**src/common/pfta_regs.svh**
```systemverilog
`ifndef PFTA_REGS_SVH
`define PFTA_REGS_SVH

// register file of the device end, word offsets in the device's own space
`define PFTA_OFF_LATCH   3'h0
`define PFTA_OFF_PTRL    3'h1
`define PFTA_OFF_PTRH    3'h2
`define PFTA_OFF_PTRU    3'h3
`define PFTA_OFF_MEMCTL  3'h4
`define PFTA_OFF_UNLOCK  3'h5

// memory control register fields
`define PFTA_BIT_PROG    7
`define PFTA_BIT_CFG     6
`define PFTA_BIT_ERASE   4
`define PFTA_BIT_WERR    3
`define PFTA_BIT_WEN     2
`define PFTA_BIT_START   1

`define PFTA_UNLOCK_1    8'h55
`define PFTA_UNLOCK_2    8'haa

// holding registers come out of reset erased
`define PFTA_HOLD_RESET  8'hff

// programming timer: 2 ms at 100 MHz
`define PFTA_PROG_TIME_US 2000
`define PFTA_CLK_MHZ      100
`define PFTA_PROG_CYCLES  (`PFTA_PROG_TIME_US * `PFTA_CLK_MHZ)

// controller register map on apb, byte addresses
`define PFTA_APB_CMD     12'h000
`define PFTA_APB_WDATA   12'h004
`define PFTA_APB_STATUS  12'h008
`define PFTA_APB_RDATA   12'h00c

`endif

```
**src/common/pfta_pkg.sv**
```systemverilog
package pfta_pkg;
  typedef enum logic [1:0] {
    PFTA_PTR_KEEP,
    PFTA_PTR_POSTINC,
    PFTA_PTR_POSTDEC,
    PFTA_PTR_PREINC
  } pfta_ptrmode_e;

  typedef enum logic [1:0] {
    PFTA_OP_REGWR,
    PFTA_OP_REGRD,
    PFTA_OP_TABLE_READ_OP,
    PFTA_OP_TABLE_WRITE_OP
  } pfta_op_e;
endpackage

```
**src/common/pfta_if.sv**
```systemverilog
`timescale 1ns/1ns
interface pfta_if;
  import pfta_pkg::*;
  logic          reqValid;
  pfta_op_e      reqOp;
  pfta_ptrmode_e reqMode;
  logic [2:0]    reqAddr;
  logic [7:0]    reqData;
  logic          reqReady;
  logic          rspValid;
  logic [7:0]    rspData;
  logic          stall;
  logic [20:0]   memAddr;
  logic [15:0]   memWord;
  logic          flashWrite;
  logic          flashErase;
  logic [18:0]   flashBlock;
  logic [63:0]   flashData;
  logic          flashBusy;
  logic          interrupted;

  modport dev (
    input  reqValid, reqOp, reqMode, reqAddr, reqData, memWord, interrupted,
    output reqReady, rspValid, rspData, stall, memAddr,
    output flashWrite, flashErase, flashBlock, flashData, flashBusy
  );
  modport host (
    output reqValid, reqOp, reqMode, reqAddr, reqData, memWord, interrupted,
    input  reqReady, rspValid, rspData, stall, memAddr,
    input  flashWrite, flashErase, flashBlock, flashData, flashBusy
  );
endinterface

```
**src/logic/pfta_device.sv**
```systemverilog
`timescale 1ns/1ns
`include "pfta_regs.svh"
// Notes on behaviour
// - single 8-bit transfer latch, software visible
// - 22-bit pointer from three byte registers
// - auto updates touch only low 21 bits
// - four pointer modes per table op
// - table read uses all 22 pointer bits
// - table write fills holding register, not array
// - program 8-byte block by pointer bits 21:3
// - row erase uses pointer bits 21:6
// - pointer bit 0 selects word byte
// - erase unit is 32 words
// - erase bit in the start write makes that start an erase
// - software clears config select first
// - start only after 55h then aah unlock
// - erase stalls execution about 2 ms
// - programming always long write, stalls execution
// - program unit is 4 words
// - software fills eight holding registers first
// - software writes control to launch program
// - software places a nop after start
// - hardware clears start at completion
// - hardware clears erase select after erase
// - reset during write sets error flag
// - write enable clear inhibits flash cycles
module pfta_device #(
  parameter int PROG_CYCLES = `PFTA_PROG_CYCLES
) (
  input wire logic clk,
  input wire logic nrst,
  pfta_if.dev      bus
);
  import pfta_pkg::*;

  ////////////////////////////////////////////////////////////////////////
  logic [7:0]  latch_reg;
  logic [21:0] ptr_reg;
  logic [7:0]  hold_reg [8];
  logic        progSel_reg, cfgSel_reg, eraseSel_reg, werr_reg, wen_reg;
  logic        start_reg;
  logic [1:0]  unlock_reg;
  logic        busy_reg, isErase_reg;
  logic [31:0] timer_reg;
  logic        rspValid_reg;
  logic [7:0]  rspData_reg;

  ////////////////////////////////////////////////////////////////////////
  wire         take     = bus.reqValid && bus.reqReady;
  wire         isRegWr  = take && bus.reqOp == PFTA_OP_REGWR;
  wire         isRegRd  = take && bus.reqOp == PFTA_OP_REGRD;
  wire         isTblRd  = take && bus.reqOp == PFTA_OP_TABLE_READ_OP;
  wire         isTblWt  = take && bus.reqOp == PFTA_OP_TABLE_WRITE_OP;
  wire         isTbl    = isTblRd || isTblWt;
  wire [20:0]  ptrInc   = ptr_reg[20:0] + 21'h000001;
  wire [20:0]  ptrDec   = ptr_reg[20:0] - 21'h000001;
  wire         preInc   = bus.reqMode == PFTA_PTR_PREINC;
  wire [21:0]  accPtr   = preInc ? {ptr_reg[21], ptrInc} : ptr_reg;
  wire [20:0]  postLow  = (bus.reqMode == PFTA_PTR_POSTINC || preInc) ? ptrInc :
                          (bus.reqMode == PFTA_PTR_POSTDEC) ? ptrDec : ptr_reg[20:0];
  wire         wrLatch  = isRegWr && bus.reqAddr == `PFTA_OFF_LATCH;
  wire         wrCtl    = isRegWr && bus.reqAddr == `PFTA_OFF_MEMCTL;
  wire         wrUnlock = isRegWr && bus.reqAddr == `PFTA_OFF_UNLOCK;
  wire         setStart = wrCtl && bus.reqData[`PFTA_BIT_START];
  // start honoured only when armed, enabled, program space
  wire         launch   = setStart && !start_reg && unlock_reg == 2'h2
                          && bus.reqData[`PFTA_BIT_WEN]
                          && bus.reqData[`PFTA_BIT_PROG];
  wire         done     = busy_reg && timer_reg == 32'h0;
  wire [7:0]   ctlRead  = {progSel_reg, cfgSel_reg, 1'b0, eraseSel_reg,
                           werr_reg, wen_reg, start_reg, 1'b0};

  assign bus.reqReady   = !busy_reg;
  assign bus.stall      = busy_reg;
  assign bus.flashBusy  = busy_reg;
  assign bus.rspValid   = rspValid_reg;
  assign bus.rspData    = rspData_reg;
  assign bus.memAddr    = accPtr[21:1];
  assign bus.flashWrite = done && !isErase_reg;
  assign bus.flashErase = done && isErase_reg;
  assign bus.flashBlock = isErase_reg ? {ptr_reg[21:6], 3'b000}
                                      : ptr_reg[21:3];
  assign bus.flashData  = {hold_reg[7], hold_reg[6], hold_reg[5], hold_reg[4],
                           hold_reg[3], hold_reg[2], hold_reg[1], hold_reg[0]};

  function automatic logic [7:0] regRead(input logic [2:0] a);
    unique case (a)
      `PFTA_OFF_LATCH:  regRead = latch_reg;
      `PFTA_OFF_PTRL:   regRead = ptr_reg[7:0];
      `PFTA_OFF_PTRH:   regRead = ptr_reg[15:8];
      `PFTA_OFF_PTRU:   regRead = {2'b00, ptr_reg[21:16]};
      `PFTA_OFF_MEMCTL: regRead = ctlRead;
      default:          regRead = 8'h00;
    endcase
  endfunction

  ////////////////////////////////////////////////////////////////////////
  always_ff @(posedge clk or negedge nrst) begin
    if (!nrst) begin
      latch_reg <= 8'h00;
    end else if (isTblRd) begin
      latch_reg <= accPtr[0] ? bus.memWord[15:8] : bus.memWord[7:0];
    end else if (wrLatch) begin
      latch_reg <= bus.reqData;
    end
  end

  always_ff @(posedge clk or negedge nrst) begin
    if (!nrst) begin
      ptr_reg <= 22'h000000;
    end else if (isTbl) begin
      ptr_reg <= {ptr_reg[21], postLow};
    end else if (isRegWr && bus.reqAddr == `PFTA_OFF_PTRL) begin
      ptr_reg[7:0] <= bus.reqData;
    end else if (isRegWr && bus.reqAddr == `PFTA_OFF_PTRH) begin
      ptr_reg[15:8] <= bus.reqData;
    end else if (isRegWr && bus.reqAddr == `PFTA_OFF_PTRU) begin
      ptr_reg[21:16] <= bus.reqData[5:0];
    end
  end

  genvar g;
  generate
    for (g = 0; g < 8; g++) begin : gHold
      always_ff @(posedge clk or negedge nrst) begin
        if (!nrst) begin
          hold_reg[g] <= `PFTA_HOLD_RESET;
        end else if (isTblWt && accPtr[2:0] == 3'(g)) begin
          hold_reg[g] <= latch_reg;
        end
      end
    end
  endgenerate

  always_ff @(posedge clk or negedge nrst) begin
    if (!nrst) begin
      unlock_reg <= 2'h0;
    end else if (wrUnlock && bus.reqData == `PFTA_UNLOCK_1) begin
      unlock_reg <= 2'h1;
    end else if (wrUnlock && bus.reqData == `PFTA_UNLOCK_2 && unlock_reg == 2'h1) begin
      unlock_reg <= 2'h2;
    end else if (take) begin
      unlock_reg <= 2'h0;
    end
  end

  always_ff @(posedge clk or negedge nrst) begin
    if (!nrst) begin
      progSel_reg  <= 1'b0;
      cfgSel_reg   <= 1'b0;
      eraseSel_reg <= 1'b0;
      wen_reg      <= 1'b0;
    end else if (wrCtl) begin
      progSel_reg  <= bus.reqData[`PFTA_BIT_PROG];
      cfgSel_reg   <= bus.reqData[`PFTA_BIT_CFG];
      eraseSel_reg <= bus.reqData[`PFTA_BIT_ERASE];
      wen_reg      <= bus.reqData[`PFTA_BIT_WEN];
    end else if (done && isErase_reg) begin
      eraseSel_reg <= 1'b0;
    end
  end

  always_ff @(posedge clk or negedge nrst) begin
    if (!nrst) begin
      werr_reg <= 1'b0;
    end else if (busy_reg && bus.interrupted) begin
      werr_reg <= 1'b1;
    end else if (wrCtl && !bus.reqData[`PFTA_BIT_WERR]) begin
      werr_reg <= 1'b0;
    end
  end

  always_ff @(posedge clk or negedge nrst) begin
    if (!nrst) begin
      busy_reg    <= 1'b0;
      start_reg   <= 1'b0;
      isErase_reg <= 1'b0;
      timer_reg   <= 32'h0;
    end else if (launch) begin
      busy_reg    <= 1'b1;
      start_reg   <= 1'b1;
      isErase_reg <= bus.reqData[`PFTA_BIT_ERASE];
      timer_reg   <= 32'(PROG_CYCLES - 1);
    end else if (busy_reg && bus.interrupted) begin
      busy_reg    <= 1'b0;
      start_reg   <= 1'b0;
    end else if (done) begin
      busy_reg    <= 1'b0;
      start_reg   <= 1'b0;
    end else if (busy_reg) begin
      timer_reg   <= timer_reg - 32'h1;
    end
  end

  always_ff @(posedge clk or negedge nrst) begin
    if (!nrst) begin
      rspValid_reg <= 1'b0;
      rspData_reg  <= 8'h00;
    end else begin
      rspValid_reg <= isRegRd || isTblRd;
      rspData_reg  <= isTblRd ? (accPtr[0] ? bus.memWord[15:8] : bus.memWord[7:0])
                              : regRead(bus.reqAddr);
    end
  end
endmodule

```
**src/flat_wrapper.sv**
```systemverilog
// flat-port wrapper written by rule: the top's interface ports become plain ports
module pfta_device_flat import pfta_pkg::*;
#(
  parameter int PROG_CYCLES = `PFTA_PROG_CYCLES
)
  (clk, nrst, bus_reqValid, bus_reqOp, bus_reqMode, bus_reqAddr, bus_reqData, bus_memWord, bus_interrupted, bus_reqReady, bus_rspValid, bus_rspData, bus_stall, bus_memAddr, bus_flashWrite, bus_flashErase, bus_flashBlock, bus_flashData, bus_flashBusy);
  pfta_if bus_i ();
  input wire logic clk;
  input wire logic nrst;
  input wire logic [$bits(bus_i.reqValid)-1:0] bus_reqValid;
  input wire logic [$bits(bus_i.reqOp)-1:0] bus_reqOp;
  input wire logic [$bits(bus_i.reqMode)-1:0] bus_reqMode;
  input wire logic [$bits(bus_i.reqAddr)-1:0] bus_reqAddr;
  input wire logic [$bits(bus_i.reqData)-1:0] bus_reqData;
  input wire logic [$bits(bus_i.memWord)-1:0] bus_memWord;
  input wire logic [$bits(bus_i.interrupted)-1:0] bus_interrupted;
  output wire logic [$bits(bus_i.reqReady)-1:0] bus_reqReady;
  output wire logic [$bits(bus_i.rspValid)-1:0] bus_rspValid;
  output wire logic [$bits(bus_i.rspData)-1:0] bus_rspData;
  output wire logic [$bits(bus_i.stall)-1:0] bus_stall;
  output wire logic [$bits(bus_i.memAddr)-1:0] bus_memAddr;
  output wire logic [$bits(bus_i.flashWrite)-1:0] bus_flashWrite;
  output wire logic [$bits(bus_i.flashErase)-1:0] bus_flashErase;
  output wire logic [$bits(bus_i.flashBlock)-1:0] bus_flashBlock;
  output wire logic [$bits(bus_i.flashData)-1:0] bus_flashData;
  output wire logic [$bits(bus_i.flashBusy)-1:0] bus_flashBusy;
  assign bus_i.reqValid = bus_reqValid;
  assign bus_i.reqOp = bus_reqOp;
  assign bus_i.reqMode = bus_reqMode;
  assign bus_i.reqAddr = bus_reqAddr;
  assign bus_i.reqData = bus_reqData;
  assign bus_i.memWord = bus_memWord;
  assign bus_i.interrupted = bus_interrupted;
  assign bus_reqReady = bus_i.reqReady;
  assign bus_rspValid = bus_i.rspValid;
  assign bus_rspData = bus_i.rspData;
  assign bus_stall = bus_i.stall;
  assign bus_memAddr = bus_i.memAddr;
  assign bus_flashWrite = bus_i.flashWrite;
  assign bus_flashErase = bus_i.flashErase;
  assign bus_flashBlock = bus_i.flashBlock;
  assign bus_flashData = bus_i.flashData;
  assign bus_flashBusy = bus_i.flashBusy;
  pfta_device #(.PROG_CYCLES(PROG_CYCLES)) u_core (.clk(clk), .nrst(nrst), .bus(bus_i));
endmodule
```
**config.mk**
```make
export PLATFORM = sky130hd
export DESIGN_NAME = pfta_device_flat
export DESIGN_NICKNAME = d
export VERILOG_FILES = /design/src/common/pfta_pkg.sv /design/src/common/pfta_if.sv /design/src/logic/pfta_device.sv /design/src/flat_wrapper.sv
export VERILOG_INCLUDE_DIRS = /design/src /design/src/common
export SDC_FILE = /design/constraint.sdc
export NUM_CORES = 1
export LEC_CHECK = 0
export BUFFER_PORTS_ARGS = -buffer_cell sky130_fd_sc_hd__buf_2
export CORE_ASPECT_RATIO = 1.5
export CORE_MARGIN = 1.5
export CORE_UTILIZATION = 60
export CTS_CLUSTER_SIZE = 12
export DETAILED_ROUTE_END_ITERATION = 10
export HOLD_SLACK_MARGIN = 0.02
export PLACE_DENSITY = 0.95
export SLEW_MARGIN = 20
export SYNTH_ARGS = -nofsm -noshare
export SYNTH_HDL_FRONTEND = slang
export SYNTH_SLANG_ARGS = --single-unit
```
**constraint.sdc**
```tcl
create_clock -name clk -period 5.6 [get_ports clk]
set_clock_uncertainty 0.1 [all_clocks]
set_input_delay 0.28 -clock clk [delete_from_list [all_inputs] [get_ports clk]]
set_output_delay 0.28 -clock clk [all_outputs]
set_load 0.03 [all_outputs]
```
; ---- Word-level counts from Yosys, hierarchy flattened
; Cells that the tools add are included.
[classes]
addsub = 3
n_eq_ne = 27
muxes = 29
bitwise_logic = 3
n_reduce_logical = 56
[op_table]
columns = op, n
row1 = $mux W32, 4
row2 = $mux W21, 4
row3 = $mux W8, 6
row4 = $pmux W8 S5, 1
row5 = $logic_and A1 B1 Y1, 32
row6 = $logic_not A32 Y1, 1
row7 = $sub A32 B1 Y32 const B, 1
row8 = $add A21 B1 Y21 const B, 1
row9 = $sub A21 B1 Y21 const B, 1
row10 = $eq A3 B3 Y1 const B, 6
row11 = $reduce_bool A2 Y1, 7
row12 = $mux W13, 1
row13 = $eq A3 B2 Y1 const B, 4
row14 = $eq A2 B2 Y1 const B, 5
row15 = $mux W5, 2
row16 = $eq A8 B7 Y1 const B, 1
row17 = $eq A8 B8 Y1 const B, 1
row18 = $ne A2 B1 Y1 const B, 4
row19 = $reduce_and A4 Y1, 2
row20 = $mux W1, 7
row21 = $eq A2 B1 Y1 const B, 3
row22 = $eq A3 B1 Y1 const B, 2
row23 = $logic_not A3 Y1, 2
row24 = $mux W2, 3
row25 = 9 further kinds, 17
[totals]
register_bits = 144
in_bits = 35
output_inout_bits = 118
word_cells = 142

; ---- Logic depth before layout (Yosys ltp)
; Gate-level depths: netlist (run 1).
[depth]
word_depth = 11
depth_mapped = 8
ltp_nobuf = 7

; ---- Worst setup path after synthesis (run 1)
; OpenSTA, ideal clock, no wires.
[synth_timing]
kind = reg-to-output
from = register u_core.timer_reg[14]
to = output bus_flashWrite
arrival_time_ns = 2.421
t_required_ns = 5.220
setup_slack_ns = 2.799
path_stages_with_launch = 6
n_path_buf = 1
cell_sequence = dfrtp_1 or4_4 or4_4 buf_6 nor3_1 nor3b_1
[synth_between]
elab_chain_len = 3
[synth_rtl]
columns = item, line_no
row1 = from (decl), pfta_device.sv:44  ; logic [31:0] timer_reg;
row2 = from (signal assigned), pfta_device.sv:183  ; timer_reg <= 32'(PROG_CYCLES - 1);
row3 = from (signal assigned), pfta_device.sv:191  ; timer_reg <= timer_reg - 32'h1;
row4 = $logic_not A32 Y1, pfta_device.sv:69  ; wire done = busy_reg && timer_reg == 32'h0;
row5 = $logic_and A1 B1 Y1, pfta_device.sv:69
row6 = $logic_and A1 B1 Y1, pfta_device.sv:79  ; assign bus.flashWrite = done && !isErase_reg;
row7 = to (decl), flat_wrapper.sv:22  ; output wire logic [$bits(bus_i.flashWrite)-1:0] bus_flashWrite;
; No other way between the ends.

==> results of run 1 <==
worst paths after layout:
check	startpoint	slack [ns]	cells after the start	end
worst max-delay path	u_core.start_reg	1.94	5	u_core.latch_reg[2]
worst min-delay path	bus_reqData[4]	0.06	3	u_core.isErase_reg
worst max register to register	u_core.start_reg	1.94	5	u_core.latch_reg[2]
worst min register to register	u_core.timer_reg[23]	0.41	1	u_core.timer_reg[23]
max in group asynchronous	nrst	3.77	3	u_core.bus.rspData[5]
min in group asynchronous	nrst	0.33	2	u_core.timer_reg[10]
cell type report:
type                       instances  area share (%)
multi-input combinational        540            42.4
sequential                       144            39.6
timing repair buffer             158            8.79
clock buffer                      18            4.85
tap                              159            2.14
clock inverter                    14            1.71
inverter                          11           0.444
antenna                            2          0.0539
cell usage in the layout, fill, tap and decap left out, types with 21 or more instances in the layout:
master and n:
a21oi_1 27, buf_2 151, dfrtp_1 80, dfstp_2 64, mux2_2 68, nand2_1 44, nand3_1 29, nor2_1 49
o21ai_0 28, or3_1 21
metal layers:
layer  share of wire [%]  vias up  wire length [um]  GRT usage [%]
li1                    -     3085                 -              -
met1                  37     3421              8380           39.8
met2                  50      438             11500           55.4
met3                 8.4       93              1920           5.90
met4                 4.8        0              1110           20.1
met5                   0        -                 0              0
worst max-delay path, stage by stage (launching register included):
cell and delay [ns]:
dfrtp_1 0.52, nand3b_1 0.83, nor2_2 1.08, nor2_1 0.49, a211oi_1 0.42, a21o_1 0.14
stage by stage:
step                      utilization [%]  instance area, sq um  std cells
after floorplan                         -                  7980        766
after global placement               66.6                  8630       1010
after detailed placement             66.6                  8630       1010
after CTS                            71.5                  9260       1044
after global routing                 71.7                  9290       1046
final                                71.7                  9290       1046
cells by family (layout without fill, tap and decap cells):
logic type                 count (synthesis)  after routing  synth area share [%]
AOI/OAI and AO/OA                        169            169                  14.9
adders and majority gates                  3              3                 0.471
buffers and inverters                     82            201                  4.94
and+or+nand+nor                          256            256                  17.8
muxes                                     87             87                  12.9
other                                      0              2                     0
DFF                                      144            144                  46.2
xor gates and xnor gates                  25             25                  2.74
synth_stat cells (5+ instances only):
cell | instances | share of area, %
xnor2_1 | 15 | 1.6
a221oi_1 | 7 | 0.77
dfstp_2 | 64 | 21
mux2i_1 | 13 | 1.6
and3_1 | 8 | 0.63
clkbuf_1 | 38 | 1.8
and2_1 | 5 | 0.39
nor2_1 | 50 | 2.4
a21oi_1 | 27 | 1.7
buf_4 | 18 | 1.7
o41ai_1 | 6 | 0.66
nand4_1 | 13 | 1.0
and4_1 | 5 | 0.55
buf_1 | 10 | 0.47
nor3_1 | 16 | 1.0
nand3_1 | 29 | 1.8
o31ai_1 | 10 | 0.94
a211oi_1 | 11 | 1.0
o22ai_1 | 5 | 0.39
nor2b_1 | 5 | 0.39
a31o_2 | 6 | 0.66
or3_1 | 21 | 1.6
or2_2 | 6 | 0.47
mux2_2 | 68 | 9.6
o22a_1 | 15 | 1.6
xor2_1 | 10 | 1.1
nand2_1 | 44 | 2.1
mux4_2 | 6 | 1.7
dfrtp_1 | 80 | 25
o21ai_0 | 28 | 1.8
inv_1 | 11 | 0.52
a31oi_1 | 12 | 0.94
o311ai_0 | 6 | 0.66
o21a_1 | 5 | 0.47
a21o_1 | 8 | 0.75
or4_1 | 9 | 0.85
nor4_1 | 12 | 0.94
nand2b_1 | 6 | 0.47
power groups by stage:
stage	sequential, mW	clock (mW)	combinational (mW)
6_report	1.68	1.16	1.37
4_1_cts	1.67	1.17	1.37
5_1_grt	1.71	1.21	1.44
3_5_place_dp	1.68	0	1.35
2_1_floorplan	1.98	0	0.646
3_3_place_gp	1.67	0	1.32
what timing repair did:
item | CTS | global route
endpoints found under the hold margin | 56 | 0
hold buffers | 2 | 0
setup endpoints to repair | 0 | 0
==> metrics, run 1 <==
Post-Syn Area per Cell about 10 sq um; sequential fraction of design power 39.9%; status finished, final reports clean; main flop type after synthesis dfrtp_1; Worst-Skew Late Latency 0.42 ns; Rel. slew slack between 30% and 40%; Seq/Total Area, Yosys 46.2%; Final Cycle Share between 60% and 70%; crit path DAT 3.92 ns; worst-path fanout max 30; DR vias/cell 6.73; H-tree levels 4; Setup Viol. Count Final 0; global-route wire length before repair approximately 36000 um; Leakage 4.20 nW; die width between 90 and 100 um; largest net degree at the start of global routing 77; die area 14000 sq um; syn nets 804; final WL 22900 um; Inserted Clock Buffers 17; clock sinks 144; Final GP Congestion 0.984; die span in y 144 um; PwrDens 453 nW/um^2; layout cell share with drive strength beyond 1 40.0%; Post-CTS Resized 0; Setup Buffers After CTS 0; GRT Total Usage between 30% and 40%; Final min period 3.66 ns; FMAX between 0.2 and 0.3 GHz; drt first pass iters 5; final net count 910; Worst Setup End Kind flip-flop; initial core utilization 61.6%; Reg area ~3700 sq um; library cells used by synthesis 68; post-route setup TNS 0 ns; hold slack final 0.0631 ns; initial antenna violation count 3; number of synthesized flops with an enable pin 0; unrepaired setup endpoints after global routing false; WS Path Type reg -> reg; P_int 2.54 mW; Sw Ratio 39.6%; Final Hold Fails 0; Final Max Tran Viols 0; via count 7037; Clock Path Buffers 2; Syn-to-layout area delta 16.5%; Slew @ Worst Pin 1.00 ns; io pins 153; setup ws final 1.94 ns; clk slew on worst S/H paths 0.06 ns; post-synthesis register bit count 144; Comb power frac roughly 33%; wire length per cell 21.9 um; clock root buffer clkbuf_16; multi-input logic area 3940 sq um; drt drc 0; WP data required slightly below 6 ns; max_cap viols 0; initial drt markers 741; clock power share 27.5%; vias in the first global route approximately 6900; # port buffers 152; dpl ws 2.22 ns; hold crit path type in -> reg; cell area after synthesis 7980 sq um; Synth Instances 766; Fillers 900; Ys Warns 0; startpoint types flip-flop; total core area 13000 sq um; max FFs per register 64; Max IR drop VDD 0.000227 V; Sw Pwr 1.67 mW; DP HPWL 15700 um; asr flop ratio synth 100%; total gr overflow 0; Routed Antenna Nets 0; row cnt 51; Pwr Total 4.21 mW; TritonCTS clock tree yes
Note: power is estimated with default switching activity, not from simulation.
==> run 2, diff against run 1 <==
ABC_AREA = 1   (was default)
CORE_UTILIZATION = 51   (was 60)
PLACE_DENSITY = 0.88   (was 0.95)
clock period = 3.35 ns   (was 5.6 ns; I/O delays follow)
==> run 2 against run 1 <==
- power grew 76%
- flip-flop and latch count unchanged
- die area rose by 27%
- utilization shrank 11 points
- combinational power increased by 90%
- via count rose by 30%
- area after synthesis up 8.3%
- first-iteration DRC count increased by 44%
- register-to-register slack got worse by 1.0 ns
- clock-buffer cell count is 1 lower
- critical path depth up 2
- largest power group unchanged
==> metrics, run 2 <==
Worst Setup End Kind primary output; Post-Syn Area per Cell ~7.3 sq um; DP HPWL about 20000 um; Yosys top cell by area dfrtp_1; global-route wire length before repair 42600 um; Rel. slew slack 49.0%; Final min period 2.70 ns; Leakage 4.82 nW; initial core utilization between 50% and 60%; top cell type's share of synthesized area 23.2%; reg2reg setup slack 0.91 ns; Final Max Tran Viols 0; wire length per cell 17.9 um; library cells used by synthesis 44; final net count 1354; PwrDens 735 nW/um^2; hold crit path type in -> reg; post-synthesis register bit count 144; max FFs per register 64; total gr overflow 0; die width between 100 and 150 um; row cnt 58; vias in the first global route 8453; Slew @ Worst Pin 0.765 ns; setup ws final roughly 0.65 ns; startpoint types flip-flop; clock sinks 144; H-tree levels 4; max_cap viols 0; layout cell share with drive strength beyond 1 between 20 and 25%; drt first pass iters 8; unrepaired setup endpoints after global routing false; top post-synthesis cells by area dfrtp_1 23%, dfstp_2 19%, nand2_1 12%; largest net degree at the start of global routing 80; clock root buffer clkbuf_16; Pwr Total around 7.4 mW; Synth Instances around 1200; initial antenna violation count 1; clk slew on worst S/H paths about 0.06 ns; final WL 27500 um; TritonCTS clock tree yes; Inserted Clock Buffers 17; GRT Total Usage between 30% and 40%; total core area 16700 sq um; Final GP Congestion 0.995; via count between 9000 and 10000; FMAX 0.371 GHz; Worst-Skew Late Latency 0.43 ns; post-route setup TNS 0 ns; syn nets 1227; die span in y about 160 um; Post-CTS Resized 0; Max IR drop VDD about 0.00067 V; crit path DAT 2.43 ns; main flop type after synthesis dfrtp_1; commonest cells after routing, fill and taps aside 279 x nand2_1, 182 x nor2_1, 151 x buf_2; Final Cycle Share 80.5%; status finished, final reports clean; cell area after synthesis 8640 sq um; Syn-to-layout area delta 16.7%; worst-path fanout max 9; hold slack final ~0.0066 ns; count leader, synth nand2_1; io pins 153; drt drc 0; Ys Warns 0; DR vias/cell 5.93; Final Hold Fails 0; Seq/Total Area, Yosys 42.6%; Post-synth top cells 279 x nand2_1, 182 x nor2_1, 117 x o21ai_0; Clock Path Buffers 2; WP data required 3.08 ns; most common cell after layout, fill and taps aside nand2_1; asr flop ratio synth 100%; number of synthesized flops with an enable pin 0; dpl ws 0.994 ns; initial drt markers approximately 1100; die area 17800 sq um; Routed Antenna Nets 0; WS Path Type reg -> out; # port buffers 152; Setup Viol. Count Final 0
[run 2: cell count changes after synthesis, sizes merged, moves of 24 or more]
| cell | change |
|---|---|
| nand2 | +242 |
| clkbuf | -24 |
| mux2 | -68 |
| o21ai | +111 |
| nand3 | +85 |
| inv | +94 |
| nor2 | +146 |
[run 2: routing by layer]
metal	GRT usage [%]	part of all wire, %	wire length [um]	up-vias
met5	0	0	0	-
met4	18.5	6.2	1700	0
met3	5.72	8.3	2280	141
met2	51.4	48	13100	606
met1	37.0	38	10400	4250
li1	-	-	-	4137
[run 2: cells by family after synthesis]
kind of cell,count (synthesis),share of synthesized area (%)
AO/OA/AOI/OAI,216,13.5
XOR/XNOR,26,2.72
adder cells (fa/ha/maj),3,0.434
buffers and inverters,172,9.32
flip-flops,144,42.6
AND/OR/NAND/NOR,628,31.4
[run 2: area by class of cell]
class / instances / area [sq um]
Inverter: 108 / 409
Clock buffer: 17 / 425
Tap cell: 210 / 263
Antenna cell: 2 / 5.00
Multi-Input combinational cell: 873 / 4150
Clock inverter: 15 / 195
Sequential cell: 144 / 3680
Fill cell: 1470 / 6610
Timing Repair Buffer: 172 / 950
[run 2: final timing paths]
kind,startpoint,end,cells past startpoint
setup / recovery,u_core.ptr_reg[2],bus_memAddr[16],7
hold / removal,bus_memWord[13],u_core.bus.rspData[5],3
setup reg to reg,u_core.timer_reg[0],u_core.timer_reg[22],11
hold reg to reg,u_core.bus.flashData[52],u_core.bus.flashData[52],2
max in group asynchronous,nrst,u_core.bus.flashData[6],3
min in group asynchronous,nrst,u_core.ptr_reg[19],2
[run 2: what timing repair did]
item / CTS / global route
hold buffers: 13 / 0
hold endpoints to repair: 64 / 0
setup buffers: 0 / 0
[run 2: report_power, final]
part	internal, mW	total [mW]	switching (mW)	leakage [nW]
logic	0.699	2.60	1.90	2.90
registers	2.44	2.81	0.377	1.62
clock network	1.14	2.00	0.859	0.301
total	4.27	7.41	3.13	4.82
[run 2: worst max-delay path, cell delays in order (launching register included)]
cell and delay (ns):
dfrtp_1 0.57, nand3_1 0.29, inv_1 0.19, nand2_1 0.15, nor2_1 0.24, nand3_1 0.14
a31oi_1 0.19, buf_2 0.22
[run 2: metrics by stage]
stage	util, %	instance area (sq um)	cells
2_1_floorplan	-	8640	1189
3_3_place_gp	55.9	9330	1494
3_5_place_dp	55.9	9330	1494
4_1_cts	60.4	10100	1539
5_1_grt	60.4	10100	1539
6_report	60.4	10100	1541
==> run 3, diff against run 2 <==
ABC_AREA = 0   (was 1)
CORE_UTILIZATION = 56   (was 51)
PLACE_DENSITY = 0.92   (was 0.88)
clock period = 2.8 ns   (was 3.35 ns; I/O delays follow)
==> run 3 against run 2 <==
- utilization grew 10 points
- via count decreased by 17%
- global-route usage rose by 3.3 points
- clock power grew 10%
- combinational power increased by 13%
- sequential share of layout area increased by 0.87 points
- die area down 16%
- final area down 2.3%
- sequential power grew 17%
- largest cell class unchanged
==> metrics, run 3 (synthesized netlist as in run 1, its figures left out) <==
status finished, final reports clean; Clock Path Buffers 2; Slew @ Worst Pin 1.01 ns; clock sinks 144; total gr overflow 0; H-tree levels 4; Final Max Tran Viols 0; clock root buffer clkbuf_16; final WL 25400 um; final net count 975; Max IR drop VDD 0.000576 V; Pwr Total 8.45 mW; Worst-Skew Late Latency 0.43 ns; Final Hold Fails 0; dpl ws 0.134 ns; initial core utilization 57.0%; clk slew on worst S/H paths 0.06 ns; DR vias/cell 6.62; Rel. slew slack 32.6%; FMAX 0.366 GHz; WS Path Type reg -> out; io pins 153; vias in the first global route 7369; DP HPWL 16800 um; largest net degree at the start of global routing 87; Final Cycle Share 97.5%; PwrDens 858 nW/um^2; Inst Count DP 1088; die span in y 149 um; Setup Buffers After CTS 0; Routed Antenna Nets 0; Syn-to-layout area delta 23.6%; Leakage 4.48 nW; multi-input logic area 3960 sq um; max_cap viols 0; most common cell after layout, fill and taps aside buf_2; Fillers 956; Worst Setup End Kind primary output; commonest cells after routing, fill and taps aside 149 x buf_2, 78 x dfrtp_1, 68 x mux2_2; initial drt markers 1096; Final min period 2.73 ns; Final GP Congestion 0.983; drt drc 0; Setup Viol. Count Final 0; via count 7574; die area 15000 sq um; TritonCTS clock tree yes; crit path DAT 2.49 ns; wire length per cell 22.2 um; worst-path fanout max 7; setup ws final 0.0688 ns; initial antenna violation count 1; row cnt 53; drt first pass iters 6; die width 100 um; fin cells 1144; Reg area 3690 sq um; # port buffers 152; WP data required 2.56 ns; global-route wire length before repair 39600 um; total core area roughly 14000 sq um; startpoint types flip-flop; GRT Total Usage around 34%; hold crit path type in -> reg; max FFs per register 64; layout cell share with drive strength beyond 1 42.9%; Inserted Clock Buffers 17
run 3: cell types whose count changed in the layout (fill, tap and decap cells not counted), sizes merged, moves of 13 or more:
cell / delta
mux2: +68
o22a: +15
buf: +42
nor2: -146
nor4: +14
nand3: -85
mux2i: +13
o21ai: -111
nand2: -242
or3: +21
xor2: -13
inv: -93
a21oi: -17
run 3: per-stage QoR:
stage / utilization, % / instance area, sq um / hold WS (ns) / TNS [ns]
2_1_floorplan: - / 7980 / -0.256 / 0
3_3_place_gp: 64.4 / 9010 / 0.136 / 0
3_5_place_dp: 64.4 / 9010 / 0.140 / 0
4_1_cts: 70.2 / 9820 / 0.0220 / 0
5_1_grt: 70.4 / 9850 / 0.0372 / -0.0210
6_report: 70.4 / 9860 / 0.0363 / 0
run 3: report_power, final:
| part | switching (mW) | leakage, nW | total (mW) | internal [mW] |
|---|---|---|---|---|
| Clock | 0.946 | 0.285 | 2.20 | 1.26 |
| Sequential | 0.463 | 1.69 | 3.30 | 2.84 |
| Combinational | 1.92 | 2.50 | 2.95 | 1.03 |
| Total | 3.33 | 4.48 | 8.45 | 5.12 |
run 3: what timing repair did:
item	4_1_cts	5_1_grt
resized for setup	6	8
setup endpoints to repair	2	7
endpoints found under the hold margin	45	0
hold buffers	22	0
run 3: worst max-delay path, stage by stage, from the launching register on:
cell and delay, ns:
dfrtp_1 0.44, or4_4 0.53, or4_4 0.51, nor3_4 0.22, and3_4 0.24, buf_6 0.13
run 3: worst paths after layout:
| path | from | end | slack (ns) | depth (start not counted) |
|---|---|---|---|---|
| max | u_core.timer_reg[14] | bus_flashErase | 0.07 | 5 |
| max reg2reg | u_core.timer_reg[0] | u_core.timer_reg[3] | 0.08 | 7 |
| min | bus_reqData[0] | u_core.unlock_reg[1] | 0.04 | 3 |
| max in group asynchronous | nrst | u_core.bus.flashData[56] | 1.52 | 3 |
| min in group asynchronous | nrst | u_core.bus.rspData[5] | 0.27 | 2 |
| min reg2reg | u_core.wen_reg | u_core.wen_reg | 0.42 | 1 |
run 3: routing by layer:
layer | global-route usage, % | wire, um
met5 | 0 | 0
met4 | 17.0 | 1330
met3 | 6.79 | 2590
met2 | 58.3 | 12600
met1 | 41.4 | 8810
run 3: area by class of cell:
class                   instances  area share (%)
diodes                          2          0.0508
clock buffers                  18            4.46
clock inverters                14            1.26
inverters                      11           0.419
multi-input cells             540            40.1
flip-flops and latches        144            37.4
well taps                     192            2.44
repair buffers                223            13.8
